$ cat src/rtl/smc_pkg.sv
// Constants and types for the controller message channel register port.
// Assumes a 12-bit byte address within the 4 KB channel window.
package smc_pkg;

	localparam int ADDR_W = 12;

	localparam logic [11:0] OFS_CONTROL      = 12'h000;
	localparam logic [11:0] OFS_STATUS       = 12'h004;
	localparam logic [11:0] OFS_INT_MASK     = 12'h008;
	localparam logic [11:0] OFS_BYTE_PAYLOAD = 12'h010;
	localparam logic [11:0] OFS_WORD_PAYLOAD = 12'h014;
	localparam logic [11:0] OFS_BYTE_OPENER  = 12'h018;
	localparam logic [11:0] OFS_WORD_OPENER  = 12'h01C;

	localparam int CTL_PURGE_REQ  = 0;
	localparam int CTL_PURGE_BUSY = 1;
	localparam int CTL_TX_WIDTH   = 2;
	localparam int CTL_RX_WIDTH   = 3;
	localparam int CTL_ENABLE     = 4;
	localparam int CTL_LOOPBACK   = 5;

	localparam int ST_TX_ROOM   = 0;
	localparam int ST_RX_UNIT   = 1;
	localparam int ST_STICKY_LO = 2;
	localparam int ST_STICKY_HI = 6;
	localparam int ST_CMD_HEAD  = 7;

	localparam logic       RST_LOOPBACK = 1'b1;
	localparam logic       RST_ENABLE   = 1'b0;
	localparam logic [7:0] RST_MASK     = 8'h00;

	localparam int       FIFO_DEPTH   = 4;
	localparam int       FIFO_WIDTH   = 9;
	localparam int       MARKER_BIT   = 8;
	localparam logic [2:0] WORD_BYTES   = 3'h4;
	localparam logic [2:0] FLUSH_CYCLES = 3'h4;

	typedef enum logic [1:0] {
		SMC_IDLE = 2'b00,
		SMC_MOVE = 2'b01,
		SMC_DONE = 2'b11
	} smc_state_t;

endpackage

$ cat src/rtl/smc_port.sv
// Register port of the controller message channel: APB slave, byte FIFOs.
// Assumes APB signals and far-side strobes are synchronous to clock_i.
// Operation
// Status bit 7 shows receive head byte carries the command marker.
// Status bit 6 sets on marker byte during outbound system bus transfer.
// Status bit 5 sets on far-side purge indication, write one clears.
// Status bit 4 sets on system bus transfer completion, write one clears.
// Status bit 3 latches when receive FIFO read while empty.
// Status bit 2 latches when transmit FIFO written while full.
// Status bit 1 shows receive FIFO holds one unit of current width.
// Status bit 0 shows transmit room for one unit, high after reset.
// Eight mask bits gate matching status bits onto the interrupt output.
// Byte transmit write into full FIFO sets transmit overflow.
// Word transmit write with under four free entries sets overflow.
// Word read with under four queued bytes sets receive underflow.
// Plain payload writes queue bytes with marker bit cleared.
// Byte data access forces the matching width setting to one byte.
// Word data access forces the matching width setting to four bytes.
// Word transfers move least significant byte first, then ascending.
// Byte opener write queues its byte with the marker set.
// Word opener write marks only the first, least significant byte.
// Software enables the channel before pushing and keeps it enabled.
// Channel starts in loopback; clearing the bit selects normal operation.
// Flush bit empties FIFOs over cycles, self clears; busy bit reads.
// Writing zero to sticky bits or writing read-only bits changes nothing.
// Underflow reads do not pop; overflow writes are discarded.
`timescale 1ns/1ns

module smc_fifo #(
	parameter int W = 9,
	parameter int D = 4
) (
	input  wire logic                 clock_i,
	input  wire logic                 reset_i,
	input  wire logic                 flush_i,
	input  wire logic                 in_valid_i,
	output logic                      in_ready_o,
	input  wire logic [W-1:0]         in_data_i,
	output logic                      out_valid_o,
	input  wire logic                 out_ready_i,
	output logic [W-1:0]              out_data_o,
	output logic [$clog2(D):0]        count_o
);
	localparam int AW = $clog2(D);
	localparam logic [AW:0] CNT_FULL = (AW+1)'(D);

	typedef struct packed {
		logic [D-1:0][W-1:0] mem;
		logic [AW-1:0]       wp;
		logic [AW-1:0]       rp;
		logic [AW:0]         cnt;
	} smc_fifo_st_t;

	smc_fifo_st_t f;
	smc_fifo_st_t n;
	logic         push;
	logic         pop;

	assign in_ready_o  = (f.cnt != CNT_FULL);
	assign out_valid_o = (f.cnt != '0);
	assign out_data_o  = f.mem[f.rp];
	assign count_o     = f.cnt;
	assign push        = in_valid_i & in_ready_o;
	assign pop         = out_ready_i & out_valid_o;

	always_comb begin
		n = f;
		if (push) begin
			n.mem[f.wp] = in_data_i;
			n.wp = f.wp + 1'b1;
		end
		if (pop) begin
			n.rp = f.rp + 1'b1;
		end
		n.cnt = f.cnt + {{AW{1'b0}}, push} - {{AW{1'b0}}, pop};
		if (flush_i) begin
			n.wp = '0;
			n.rp = '0;
			n.cnt = '0;
		end
	end

	always_ff @(posedge clock_i or posedge reset_i) begin
		if (reset_i) begin
			f <= '0;
		end else begin
			f <= n;
		end
	end
endmodule

module smc_port (
	input  wire logic                        clock_i,
	input  wire logic                        reset_i,
	input  wire logic                        psel_i,
	input  wire logic                        penable_i,
	input  wire logic                        pwrite_i,
	input  wire logic [smc_pkg::ADDR_W-1:0]  paddr_i,
	input  wire logic [31:0]                 pwdata_i,
	output logic [31:0]                      prdata_o,
	output logic                             pready_o,
	output logic [7:0]                       tx_byte_o,
	output logic                             tx_marker_o,
	output logic                             tx_valid_o,
	input  wire logic                        tx_ready_i,
	input  wire logic [7:0]                  rx_byte_i,
	input  wire logic                        rx_marker_i,
	input  wire logic                        rx_valid_i,
	output logic                             rx_ready_o,
	input  wire logic                        sysbus_busy_i,
	input  wire logic                        sysbus_transfer_complete_i,
	input  wire logic                        remote_purge_i,
	output logic                             purge_in_progress_o,
	output logic                             channel_irq_o
);
	import smc_pkg::*;

	typedef struct packed {
		smc_state_t  st;
		logic        loopback;
		logic        enable;
		logic        rx_w;
		logic        tx_w;
		logic        flush;
		logic [2:0]  flush_cnt;
		logic [4:0]  sticky;
		logic [7:0]  mask;
		logic [31:0] shift;
		logic [2:0]  left;
		logic        is_word;
		logic        is_read;
		logic        opener_first;
		logic [31:0] prdata;
		logic        irq;
	} smc_core_t;

	smc_core_t                   s;
	smc_core_t                   n;
	logic                        acc;
	logic                        is_data;
	logic                        is_word;
	logic                        is_opener;
	logic [2:0]                  need;
	logic [2:0]                  tx_cnt;
	logic [2:0]                  rx_cnt;
	logic [2:0]                  tx_free;
	logic                        tx_enough;
	logic                        rx_enough;
	logic                        tx_room;
	logic                        rx_unit;
	logic                        rx_cmd;
	logic [7:0]                  status_val;
	logic                        tx_in_valid;
	logic                        tx_in_ready;
	logic [FIFO_WIDTH-1:0]       tx_in_data;
	logic                        tx_push;
	logic                        tx_out_valid;
	logic                        tx_out_ready;
	logic [FIFO_WIDTH-1:0]       tx_out_data;
	logic                        tx_pop;
	logic                        rx_in_valid;
	logic                        rx_in_ready;
	logic [FIFO_WIDTH-1:0]       rx_in_data;
	logic                        rx_out_valid;
	logic [FIFO_WIDTH-1:0]       rx_out_data;
	logic                        rx_take;
	logic                        sierr_ev;
	logic                        over_ev;
	logic                        under_ev;
	logic [4:0]                  clr;

	assign acc       = psel_i & penable_i & (s.st == SMC_IDLE);
	assign is_word   = (paddr_i == OFS_WORD_PAYLOAD) | (paddr_i == OFS_WORD_OPENER);
	assign is_opener = (paddr_i == OFS_BYTE_OPENER) | (paddr_i == OFS_WORD_OPENER);
	assign is_data   = is_word | is_opener | (paddr_i == OFS_BYTE_PAYLOAD);
	assign need      = is_word ? WORD_BYTES : 3'h1;
	assign tx_free   = 3'(FIFO_DEPTH) - tx_cnt;
	assign tx_enough = tx_free >= need;
	assign rx_enough = rx_cnt >= need;
	assign tx_room   = tx_free >= (s.tx_w ? WORD_BYTES : 3'h1);
	assign rx_unit   = rx_cnt >= (s.rx_w ? WORD_BYTES : 3'h1);
	assign rx_cmd    = rx_out_valid & rx_out_data[MARKER_BIT];
	assign status_val = {rx_cmd, s.sticky, rx_unit, tx_room};

	// Only the bus sequencer fills transmit and drains receive
	assign tx_in_valid = (s.st == SMC_MOVE) & ~s.is_read;
	assign tx_in_data  = {s.opener_first, s.shift[7:0]};
	assign tx_push     = tx_in_valid & tx_in_ready;
	assign rx_take     = (s.st == SMC_MOVE) & s.is_read;

	// Loopback turns transmit bytes straight back into receive
	assign tx_out_ready = s.enable & (s.loopback ? rx_in_ready : tx_ready_i);
	assign tx_pop       = tx_out_valid & tx_out_ready;
	assign tx_valid_o   = s.enable & ~s.loopback & tx_out_valid;
	assign tx_byte_o    = tx_out_data[7:0];
	assign tx_marker_o  = tx_out_data[MARKER_BIT];
	assign rx_in_valid  = s.loopback ? tx_pop : rx_valid_i;
	assign rx_in_data   = s.loopback ? tx_out_data : {rx_marker_i, rx_byte_i};
	assign rx_ready_o   = ~s.loopback & rx_in_ready;

	assign sierr_ev = tx_pop & tx_out_data[MARKER_BIT] & sysbus_busy_i & ~s.loopback;

	assign prdata_o            = s.prdata;
	assign pready_o            = (s.st == SMC_DONE);
	assign purge_in_progress_o = s.flush;
	assign channel_irq_o       = s.irq;

	smc_fifo #(.W(FIFO_WIDTH), .D(FIFO_DEPTH)) u_tx (
		.clock_i     (clock_i),
		.reset_i     (reset_i),
		.flush_i     (s.flush),
		.in_valid_i  (tx_in_valid),
		.in_ready_o  (tx_in_ready),
		.in_data_i   (tx_in_data),
		.out_valid_o (tx_out_valid),
		.out_ready_i (tx_out_ready),
		.out_data_o  (tx_out_data),
		.count_o     (tx_cnt)
	);

	smc_fifo #(.W(FIFO_WIDTH), .D(FIFO_DEPTH)) u_rx (
		.clock_i     (clock_i),
		.reset_i     (reset_i),
		.flush_i     (s.flush),
		.in_valid_i  (rx_in_valid),
		.in_ready_o  (rx_in_ready),
		.in_data_i   (rx_in_data),
		.out_valid_o (rx_out_valid),
		.out_ready_i (rx_take),
		.out_data_o  (rx_out_data),
		.count_o     (rx_cnt)
	);

	always_comb begin
		n = s;
		over_ev = 1'b0;
		under_ev = 1'b0;
		clr = 5'h00;
		case (s.st)
			SMC_IDLE: begin
				if (acc) begin
					n.st = SMC_DONE;
					n.prdata = 32'h0000_0000;
					if (is_data) begin
						if (pwrite_i) begin
							n.tx_w = is_word;
						end else begin
							n.rx_w = is_word;
						end
						// Refused accesses neither push nor pop
						if (pwrite_i ? tx_enough : rx_enough) begin
							n.st = SMC_MOVE;
							n.left = need;
							n.is_word = is_word;
							n.is_read = ~pwrite_i;
							n.shift = pwdata_i;
							n.opener_first = is_opener;
						end
						over_ev = pwrite_i & ~tx_enough;
						under_ev = ~pwrite_i & ~rx_enough;
					end else if (pwrite_i) begin
						case (paddr_i)
							OFS_CONTROL: begin
								n.loopback = pwdata_i[CTL_LOOPBACK];
								n.enable = pwdata_i[CTL_ENABLE];
								n.rx_w = pwdata_i[CTL_RX_WIDTH];
								n.tx_w = pwdata_i[CTL_TX_WIDTH];
								if (pwdata_i[CTL_PURGE_REQ]) begin
									n.flush = 1'b1;
									n.flush_cnt = FLUSH_CYCLES - 3'h1;
								end
							end
							OFS_STATUS: clr = pwdata_i[ST_STICKY_HI:ST_STICKY_LO];
							OFS_INT_MASK: n.mask = pwdata_i[7:0];
							default: ;
						endcase
					end else begin
						case (paddr_i)
							OFS_CONTROL: n.prdata = {26'h0, s.loopback, s.enable, s.rx_w,
								s.tx_w, s.flush, s.flush};
							OFS_STATUS: n.prdata = {24'h0, status_val};
							OFS_INT_MASK: n.prdata = {24'h0, s.mask};
							default: ;
						endcase
					end
				end
			end
			SMC_MOVE: begin
				n.left = s.left - 3'h1;
				if (s.is_read) begin
					// Earlier bytes slide down, so the first byte lands lowest
					n.shift = {rx_out_data[7:0], s.shift[31:8]};
					if (s.left == 3'h1) begin
						n.prdata = s.is_word ? n.shift : {24'h0, rx_out_data[7:0]};
					end
				end else begin
					n.shift = {8'h00, s.shift[31:8]};
					n.opener_first = 1'b0;
				end
				if (s.left == 3'h1) begin
					n.st = SMC_DONE;
				end
			end
			SMC_DONE: n.st = SMC_IDLE;
			default: n.st = SMC_IDLE;
		endcase
		// Hardware set wins over a same-cycle software clear
		n.sticky = (s.sticky & ~clr) | {sierr_ev, remote_purge_i,
			sysbus_transfer_complete_i, under_ev, over_ev};
		if (s.flush) begin
			if (s.flush_cnt == 3'h0) begin
				n.flush = 1'b0;
			end else begin
				n.flush_cnt = s.flush_cnt - 3'h1;
			end
		end
		n.irq = |(status_val & s.mask);
	end

	always_ff @(posedge clock_i or posedge reset_i) begin
		if (reset_i) begin
			s.st <= SMC_IDLE;
			s.loopback <= RST_LOOPBACK;
			s.enable <= RST_ENABLE;
			s.rx_w <= 1'b0;
			s.tx_w <= 1'b0;
			s.flush <= 1'b0;
			s.flush_cnt <= 3'h0;
			s.sticky <= 5'h00;
			s.mask <= RST_MASK;
			s.shift <= 32'h0000_0000;
			s.left <= 3'h0;
			s.is_word <= 1'b0;
			s.is_read <= 1'b0;
			s.opener_first <= 1'b0;
			s.prdata <= 32'h0000_0000;
			s.irq <= 1'b0;
		end else begin
			s <= n;
		end
	end

	localparam int FL_LIM = 6;
endmodule

$ cat config.mk
export PLATFORM = sky130hd
export DESIGN_NAME = smc_port
export DESIGN_NICKNAME = d
export VERILOG_FILES = /design/src/rtl/smc_pkg.sv /design/src/rtl/smc_port.sv
export SDC_FILE = /design/constraint.sdc
export NUM_CORES = 1
export LEC_CHECK = 0
export BUFFER_PORTS_ARGS = -buffer_cell sky130_fd_sc_hd__buf_2
export CORE_MARGIN = 4
export CORE_UTILIZATION = 58
export DETAILED_ROUTE_END_ITERATION = 16
export PLACE_DENSITY_LB_ADDON = 0.3
export SETUP_SLACK_MARGIN = 0.1
export SLEW_MARGIN = 5
export SYNTH_ARGS = -nofsm -noshare
export SYNTH_HDL_FRONTEND = slang
export SYNTH_SLANG_ARGS = --single-unit
$ cat constraint.sdc
create_clock -name clock_i -period 5.8 [get_ports clock_i]
set_input_delay 0.29 -clock clock_i [delete_from_list [all_inputs] [get_ports clock_i]]
set_output_delay 0.29 -clock clock_i [all_outputs]
set_load 0.05 [all_outputs]
# After elaboration in Yosys (flattened, before gate mapping)
# Index checks and enable logic that the tools add are counted.
# totals
wordCells	189
register_bits	180
# classes
mux	64
order_cmp	10
bitwise	32
n_reduce_logical	24
n_eq_ne	18
n_addsub	11
# op_table
cell	n
two-way mux 32 bit	6
two-way mux 38 bit	2
bitwise mux 36 bit	2
two-way mux 70 bit	1
case mux 35 bit (2 select lines)	1
case mux 33 bit (2 select lines)	1
== test 12 x 5 -> 1 bit (second input constant)	4
two-way mux 9 bit	5
binary-select mux 9 bit (select 2 bit)	2
demux 9 bit (select 2 bit)	2
two-way mux 5 bit	5
case mux 8 bit (3 select lines)	1
AND reduction 5 bit	4
bitwise AND 1 bit	18
two-way mux 2 bit	9
two-way mux 4 bit	4
two-way mux 8 bit	2
AND reduction 4 bit	4
two-way mux 7 bit	2
nonzero test 2 bit	7
two-way mux 1 bit	13
== test 12 x 3 -> 1 bit (second input constant)	1
== test 12 x 4 -> 1 bit (second input constant)	1
greater-or-equal comparator 3 bit	4
other kinds (29)	58

# Logic depth before layout (Yosys ltp)
# Gate-level depths: netlist (run 1).
# depth
word_depth	11
ltp_mapped	12

# Cells and area by module
# Synthesis (run 1) repeated with hierarchy kept, for this count alone.
# hier_totals
cells_unflattened	773
area_unflattened_um2	9547.9
# modules_own_cells
module	instances	area_per_inst_um2	cells_per_inst
smc_port	1	5126.2	501
smc_fifo	2	2210.9	136

# Worst setup path after synthesis (run 1)
# No wires, ideal clock.
# synth_timing
kind	flip-flop to flip-flop
from	register u_tx.f (netlist bit u_tx.count_o[1])
to	register u_tx.f (netlist bit u_tx.count_o[2])
synth_period_minus_slack_ns	2.519
path_stages_with_launch	13
n_path_buf	0
setup_slack_ns	3.281
arrival_ns	2.387
setup_ns	0.132
path_cell_list	dfrtp_1 > inv_1 > ha_1 > ha_1 > nand2b_1 > a211oi_1 > ha_1 > inv_1 > ha_1 > fa_1 > xnor2_1 > xnor2_1 > nor2_1
# synth_rtl
element	line_no	text
start: declaration	smc_port.sv:54	smc_fifo_st_t f;
start signal: assignment	smc_port.sv:87	f <= n;

==> results of run 1 <==
registers in the layout, indices dropped and copies added, names as in the netlist:
register and flops:
u_rx.f 40, s 60, purge_in_progress_o 1, u_tx.f 40, channel_irq_o 1, u_rx.count_o 3, prdata_o 32, u_tx.count_o 3
layer usage:
metal	wire length, um	track usage [%]
met2	10120	40.44
met3	1330	4.919
met4	450	9.498
met1	9401	37.41
met5	0	0
cell type report:
class,instances,area [sq um]
Timing Repair Buffer,114,585.6
Sequential cell,180,4506
Clock inverter,12,145.1
Clock buffer,19,442.9
Tap cell,184,230.2
Inverter,32,125.1
Fill cell,1098,4902
Multi-Input combinational cell,476,3707
cells in the final DEF (no fill, tap or decap), drive strengths merged, types with 7 or more instances in the layout:
master  count
xnor2       7
a21oi      26
mux4       18
dfrtp     179
ha         23
o21ai      56
and3       10
nor3        9
clkbuf     19
a221o       8
a22o       51
buf       114
a21o       29
mux2i      17
mux2       43
nor2       29
nand2      87
inv        37
power groups by stage:
| stage | Clock [W] | Combinational [W] | Sequential (W) |
|---|---|---|---|
| global route | 0.00122 | 0.00188 | 0.00193 |
| CTS | 0.00117 | 0.00173 | 0.00188 |
| floorplan | 0 | 0.00146 | 0.00179 |
| global placement | 0 | 0.00167 | 0.00188 |
| detailed placement | 0 | 0.00172 | 0.00190 |
| finish | 0.00116 | 0.00172 | 0.00189 |
through the flow:
step / hold WS (ps) / total power, W / setup WS [ps] / util (%)
floorplan: 382.3 / 0.003253 / 624.7 / -
global placement: 455.7 / 0.003543 / 3116 / 62.51
detailed placement: 468.3 / 0.003619 / 2967 / 62.51
CTS: 27.22 / 0.004781 / 2952 / 66.52
global route: 44.48 / 0.005031 / 2746 / 66.52
finish: 41.36 / 0.004768 / 2972 / 66.52
final timing paths:
kind,end,slack (ps),cells past startpoint
min in group asynchronous,prdata_o[21],60,2
setup reg to reg,u_tx.count_o[2],2970,12
hold / removal,s[82],40,2
setup / recovery,u_tx.count_o[2],2970,12
hold reg to reg,prdata_o[2],480,2
max in group asynchronous,prdata_o[6],4230,3
critical path, delay by kind of cell (launching register included):
family	cells	cell delay, ps
AOI/OAI and AO/OA	1	480
xor gates and xnor gates	2	360
adders and majority gates	5	1160
and+or+nand+nor	2	220
DFF	1	350
buffers and inverters	2	120
cells by family (layout without fill, tap and decap cells):
group,Yosys count,count (layout),synth area share (%)
multiplexers,78,78,12.13
adder cells (fa/ha/maj),25,25,3.754
buffers and inverters,101,177,6.031
AO/OA/AOI/OAI,194,194,15.72
flip-flops,180,180,51.59
AND/OR/NAND/NOR,169,169,9.771
XOR/XNOR,10,10,1.003
==> summary.txt, run 1 <==
Synth
  – Synth area leaders: dfrtp_1 51%, mux2_2 5.5%, a22o_1 5.1%
  – Synth Cell Area: 8733 sq um
  – Yosys top cell by area: dfrtp_1
  – Post-synth EDFFs: 0
  – Area share of the largest cell type after synthesis: 51.29%
  – Syn Nets: 845
  – Post-synth top flop: dfrtp_1
  – Syn Area/Cell: 11.54 sq um
  – YS warnings: 0
  – Async SR Flop Fraction: 100.0%
  – Post-synth cell types: 60
  – Most common cell in the synthesized netlist: dfrtp_1
  – Mapped Cells: roughly 760
  – Register area share after synthesis: 51.59%
  – Synth top cells by count: 179 x dfrtp_1, 87 x nand2_1, 55 x o21ai_0, 51 x a22o_1, 43 x mux2_2
  – #FFs+latches synth: 180

Floorplanning
  – Die area: 17090 sq um
  – CORE AREA: roughly 15000 sq um
  – Die H: 130.7 um
  – # IOs: around 110
  – Row count: 44
  – Horiz. Die Dim: 130.7 um
  – Initial Util: 59.64%

Finish
  – Final Non-Filler Cells: slightly above 1000
  – Diode count: 0
  – Area Overhead vs Synth: 11.55%
  – Ratio of cells with drive above 1 in the final layout: 27.01%
  – Layout net count: 909
  – Design area: 9742 sq um

Critical path
  – Critical path capture point type: flip-flop
  – Data required time of the worst path: 6080 ps
  – Most used cell, CP: ha_1
  – WS Path Type: reg -> reg
  – Worst path max stage delay: 480 ps
  – FF-to-FF Start: u_tx.count_o[0]
  – Arrival time at the worst endpoint: 3110 ps
  – Crit start category: flip-flop
  – Crit path cell chain: inv_1, ha_1, ha_1, nand2b_1, a211oi_1, ha_1, inv_1, ha_1, fa_1, xnor2_1, xnor2_1, nor2_1
  – CP max FO: 3
  – Worst setup path start: u_tx.count_o[0]
  – CP max-delay cell: a211oi_1

Pwr
  – Seq pwr share: 39.6%
  – Internal power: 0.002896 W
  – Clock power share: about a quarter
  – Combinational group share of total power: 36.1%
  – Sw frac: 39.27%
  – Lkg Pwr: 4.879 nW
  – Sw Pwr: 0.001872 W
  – PwrDens: just under 500 nW/um^2
  – Max VDD drop: 0.0002473 V

Detailed routing
  – DR iter-0 viols: 462
  – WL final: roughly 21000 um
  – DRC viols: 0
  – Remaining antenna violation count: 0
  – Pre-antenna DRT Iters: 5
  – DR vias: between 6000 and 7000
  – Vias per Instance: 6.180
  – WL/cell: approximately 21 um

CTS
  – Post-CTS sizing: 0
  – CTS tree: yes
  – Hold_buf cts: 0
  – Number of H-tree levels: 4
  – CTS Buf Count: 17
  – CTS Buffer Depth: 2
  – Post CTS Setup Buffer Count: 0
  – Root buf cell: clkbuf_16
  – Clock Sink Count: 180
  – Clock transition at path regs: about 70 ps
  – Clk Latency, worst-skew pair: 430 ps

Global route
  – Total GRT Usage: 26.16%
  – Vias in the first global route: 6352
  – Initial antenna violation count: 0
  – Global-route wire length before repair: approximately 34000 um
  – Total gr overflow: 0
  – Largest net degree at the start of global routing: 110

STA
  – RSZ-0062 raised after global routing: no
  – Min Tclk post-route: 2828 ps
  – Achievable clock frequency: 353.6 MHz
  – Final setup fails: 0
  – Max-slew headroom: 33.09%
  – Fin crit share: between 40% and 50%
  – TNS Setup: 0 ps
  – Fin. max-slew vios: 0
  – Fin Clk Skew: 11.38 ps
  – Final Hold Viols: 0
  – Transition time of the tightest slew-check pin: 995.3 ps

Placed design
  – Final HPWL DP: 15250 um
  – GP Congestion: 0.9413
  – PortBufs: between 100 and 150
  – Placed Instances: 986
  – Placement-stage cell area: 9154 sq um

Worst hold path
  – Hold wc startpoint: remote_purge_i
  – Hold/Removal Path Class: in -> reg

Job
  – Max cap viols: 0

Outcome
  – Status: complete, no violations
Note: power is estimated with default switching activity, not from simulation.
==> run 2: changes to the inputs <==
ABC_AREA = 1   (was default)
CORE_UTILIZATION = 59   (was 58)
clock period = 2.9 ns   (was 5.8 ns; I/O delays follow)
==> summary.txt, run 2 <==
Finish
  – Final Core Density: 68.24% (+1.7 points)
  – Biggest regs: s x60, u_rx.f x40, u_tx.f x40
  – Ratio of cells with drive above 1 in the final layout: 18.23% (-8.8 points)
  – Most flops, register: s
  – Max reg flops: 60 (unchanged)
  – Multi-input gate area: 3948 sq um (+6.5%)
  – Most common cell after layout, fill and taps aside: nand2_1
  – Area Overhead vs Synth: 12.58%
  – Diode count: 0 (unchanged)
  – Layout net count: 1273 (+40%)
  – Most frequent cells in the layout: 292 x nand2_1, 179 x dfrtp_1, 108 x buf_2, 104 x nor2_1, 95 x inv_1
  – Fillers: 1280 (+17%)
  – Sequential standard cell area: 4506 sq um (unchanged)

Detailed routing
  – WL/cell: 16.80 um (-20%)
  – Remaining antenna violation count: 0 (unchanged)
  – DRC viols: 0 (unchanged)
  – Pre-antenna DRT Iters: 6 (+1)
  – Vias per Instance: 5.497 (-11%)
  – DR vias: 7734 (+23%)
  – WL final: 23630 um (+11%)
  – DR iter-0 viols: 735 (+59%)

Pwr
  – Sw Pwr: 0.003987 W (+110%)
  – Sw frac: 40.26% (+1.0 points)
  – Seq pwr share: 37.8% (-1.8 points)
  – Max VDD drop: 0.0008022 V (+220%)
  – Combinational group share of total power: 38.0% (+1.9 points)
  – Lkg Pwr: 5.272 nW (+8.1%)
  – Clock power share: 24.2% (about the same)
  – Internal power: 0.005914 W (+100%)
  – PwrDens: 947.5 nW/um^2 (+94%)

Synth
  – Synth Cell Area: 9283 sq um (+6.3%)
  – Post-synth EDFFs: 0 (unchanged)
  – Synth area leaders: dfrtp_1 48%, nand2_1 12%, nand3_1 4.3%
  – Area share of the largest cell type after synthesis: 48.25% (-3.0 points)
  – Async SR Flop Fraction: 100.0% (unchanged)
  – Register area share after synthesis: 48.54% (-3.1 points)
  – Post-synth cell types: 44 (-27%)
  – Mapped Cells: 1113 (+47%)
  – #FFs+latches synth: 180 (unchanged)
  – YS warnings: 0 (unchanged)
  – Post-synth top flop: dfrtp_1
  – Most common cell in the synthesized netlist: nand2_1
  – Syn Nets: 1201 (+42%)
  – Synth top cells by count: 292 x nand2_1, 179 x dfrtp_1, 104 x nor2_1, 96 x inv_1, 80 x nand3_1
  – Syn Area/Cell: 8.340 sq um (-28%)
  – Yosys top cell by area: dfrtp_1

CTS
  – Clock transition at path regs: 60 ps (about the same)
  – Clk Latency, worst-skew pair: 430 ps (about the same)
  – Clock Sink Count: 180 (unchanged)
  – CTS Buf Count: 17 (unchanged)
  – CTS Buffer Depth: 2 (unchanged)
  – CTS tree: yes
  – Post-CTS sizing: 0 (unchanged)
  – Root buf cell: clkbuf_16
  – Number of H-tree levels: 4 (unchanged)

Critical path
  – CP max FO: 12 (+9)
  – Critical path capture point type: flip-flop
  – Reg-to-reg endpoint: u_rx.count_o[2]
  – Arrival time at the worst endpoint: 2870 ps (-240 ps)
  – Worst r2r path cells: 13 (+1)
  – FF-to-FF Start: s[92]
  – Data required time of the worst path: 3240 ps (-2840 ps)
  – R2R setup slack: 370 ps (-2600 ps)
  – Crit start category: flip-flop
  – WS Path Type: reg -> reg

STA
  – Transition time of the tightest slew-check pin: 789.2 ps (-206.1 ps)
  – TNS Setup: 0 ps (unchanged)
  – Max-slew headroom: 47.31% (+14 points)
  – Fin crit share: 87.31% (+39 points)
  – Final Hold Viols: 0 (unchanged)
  – Final setup fails: 0 (unchanged)
  – Fin Clk Skew: 7.835 ps (-3.545 ps)
  – Min Tclk post-route: 2532 ps (-296.4 ps)
  – Fin. max-slew vios: 0 (unchanged)
  – RSZ-0062 raised after global routing: no
  – Achievable clock frequency: 394.9 MHz (+12%)

Global route
  – Total GRT Usage: 27.27% (+1.1 points)
  – Total gr overflow: 0 (unchanged)
  – Largest net degree at the start of global routing: 67 (-39%)
  – Initial antenna violation count: 1 (+1)
  – Vias in the first global route: 7473 (+18%)
  – Global-route wire length before repair: 38280 um (+12%)

Floorplanning
  – Die area: 17800 sq um (+4.2%)
  – Row count: 45 (+2.3%)
  – Horiz. Die Dim: 133.4 um (+2.1%)
  – Initial Util: 60.61% (+0.98 points)
  – # IOs: 109 (unchanged)
  – Die H: 133.4 um (+2.1%)
  – CORE AREA: 15310 sq um (+4.6%)

Placed design
  – GP Congestion: 0.9516 (+1.1%)
  – Final HPWL DP: 16880 um (+11%)
  – PortBufs: 108 (unchanged)

Worst hold path
  – Hold path endpoint: s[82]
  – Hold/Removal Path Class: in -> reg
  – Worst hold path depth: 3 (+1)
  – Hold wc startpoint: pwdata_i[5]

Job
  – Max cap viols: 0 (unchanged)

Outcome
  – Status: complete, no violations
run 2: cell types whose count changed after synthesis, sizes merged, moves of 12 or more:
cell   delta
mux4     -18
o31ai    +17
inv      +73
nor2     +84
a22o     -51
o21ai    +57
a21o     -25
nand3    +79
a21oi    -12
mux2i    -17
nand2   +214
run 2: area by class of cell:
cell class	count	area share, %
inverter	110	3.987
clock buffer	22	4.634
sequential	180	43.12
timing repair buffer	124	6.777
tap	211	2.526
multi-input combinational	752	37.78
clock inverter	8	1.185
run 2: kinds of logic after synthesis:
logic type | after synthesis | share of synthesized area, %
buffers and inverters | 181 | 9.058
muxes | 34 | 4.125
AOI/OAI and AO/OA | 171 | 10.35
xor gates and xnor gates | 5 | 0.4718
DFF | 180 | 48.54
and+or+nand+nor | 517 | 23.93
adders and majority gates | 25 | 3.532
run 2: metrics by stage:
stage | power, W | hold slack, ps | instance area (sq um) | instances | worst slack, ps
floorplan | 0.006742 | 237.3 | 9298 | 1113 | 231.9
global route | 0.01051 | 22.06 | 10450 | 1407 | 214.0
CTS | 0.009895 | 25.30 | 10450 | 1407 | 411.9
finish | 0.009901 | 29.89 | 10450 | 1407 | 368.0
detailed placement | 0.007479 | 262.4 | 9802 | 1373 | 422.0
global placement | 0.007353 | 267.1 | 9802 | 1373 | 547.8
run 2: worst max-delay path, stage by stage, from the launching register on:
cell      delay, ps
dfrtp_1         410
inv_2            80
nor2_4           60
nand2_1          90
clkinv_1        300
nand2_1         200
inv_1            70
ha_1            280
inv_1            70
ha_1            140
inv_1            50
fa_1            380
xor2_1          170
nor2_1          150
run 2: power by group through the flow:
stage / clock, W / sequential [W] / combinational [W]
detailed placement: 0 / 0.00376 / 0.00372
finish: 0.00239 / 0.00375 / 0.00376
CTS: 0.00241 / 0.00373 / 0.00376
global placement: 0 / 0.00374 / 0.00362
floorplan: 0 / 0.00362 / 0.00312
global route: 0.00252 / 0.00383 / 0.00416
run 2: timing repair:
item / in CTS / in global routing
hold buffers: 4 / 0
buffers inserted: 0 / 0
hold endpoints to repair: 29 / 0
run 2: layer usage:
layer / track usage [%] / part of all wire [%]
met3: 6.156 / 6.9
met5: 0 / 0.055
met1: 36.92 / 43
met4: 7.714 / 2.1
met2: 44.61 / 48
run 2: worst max-delay path by stage:
stage / end / slack (ps) / depth (start not counted) / startpoint
4_1_cts: u_tx.count_o[1] / 410 / 12 / u_tx.count_o[1]
3_5_place_dp: u_tx.count_o[1] / 420 / 12 / u_tx.count_o[1]
2_1_floorplan: u_tx.count_o[1] / 230 / 12 / u_tx.count_o[1]
6_report: u_rx.count_o[2] / 370 / 13 / s[92]
3_3_place_gp: u_rx.count_o[2] / 550 / 13 / s[92]
5_1_grt: u_tx.count_o[2] / 210 / 12 / u_tx.count_o[1]
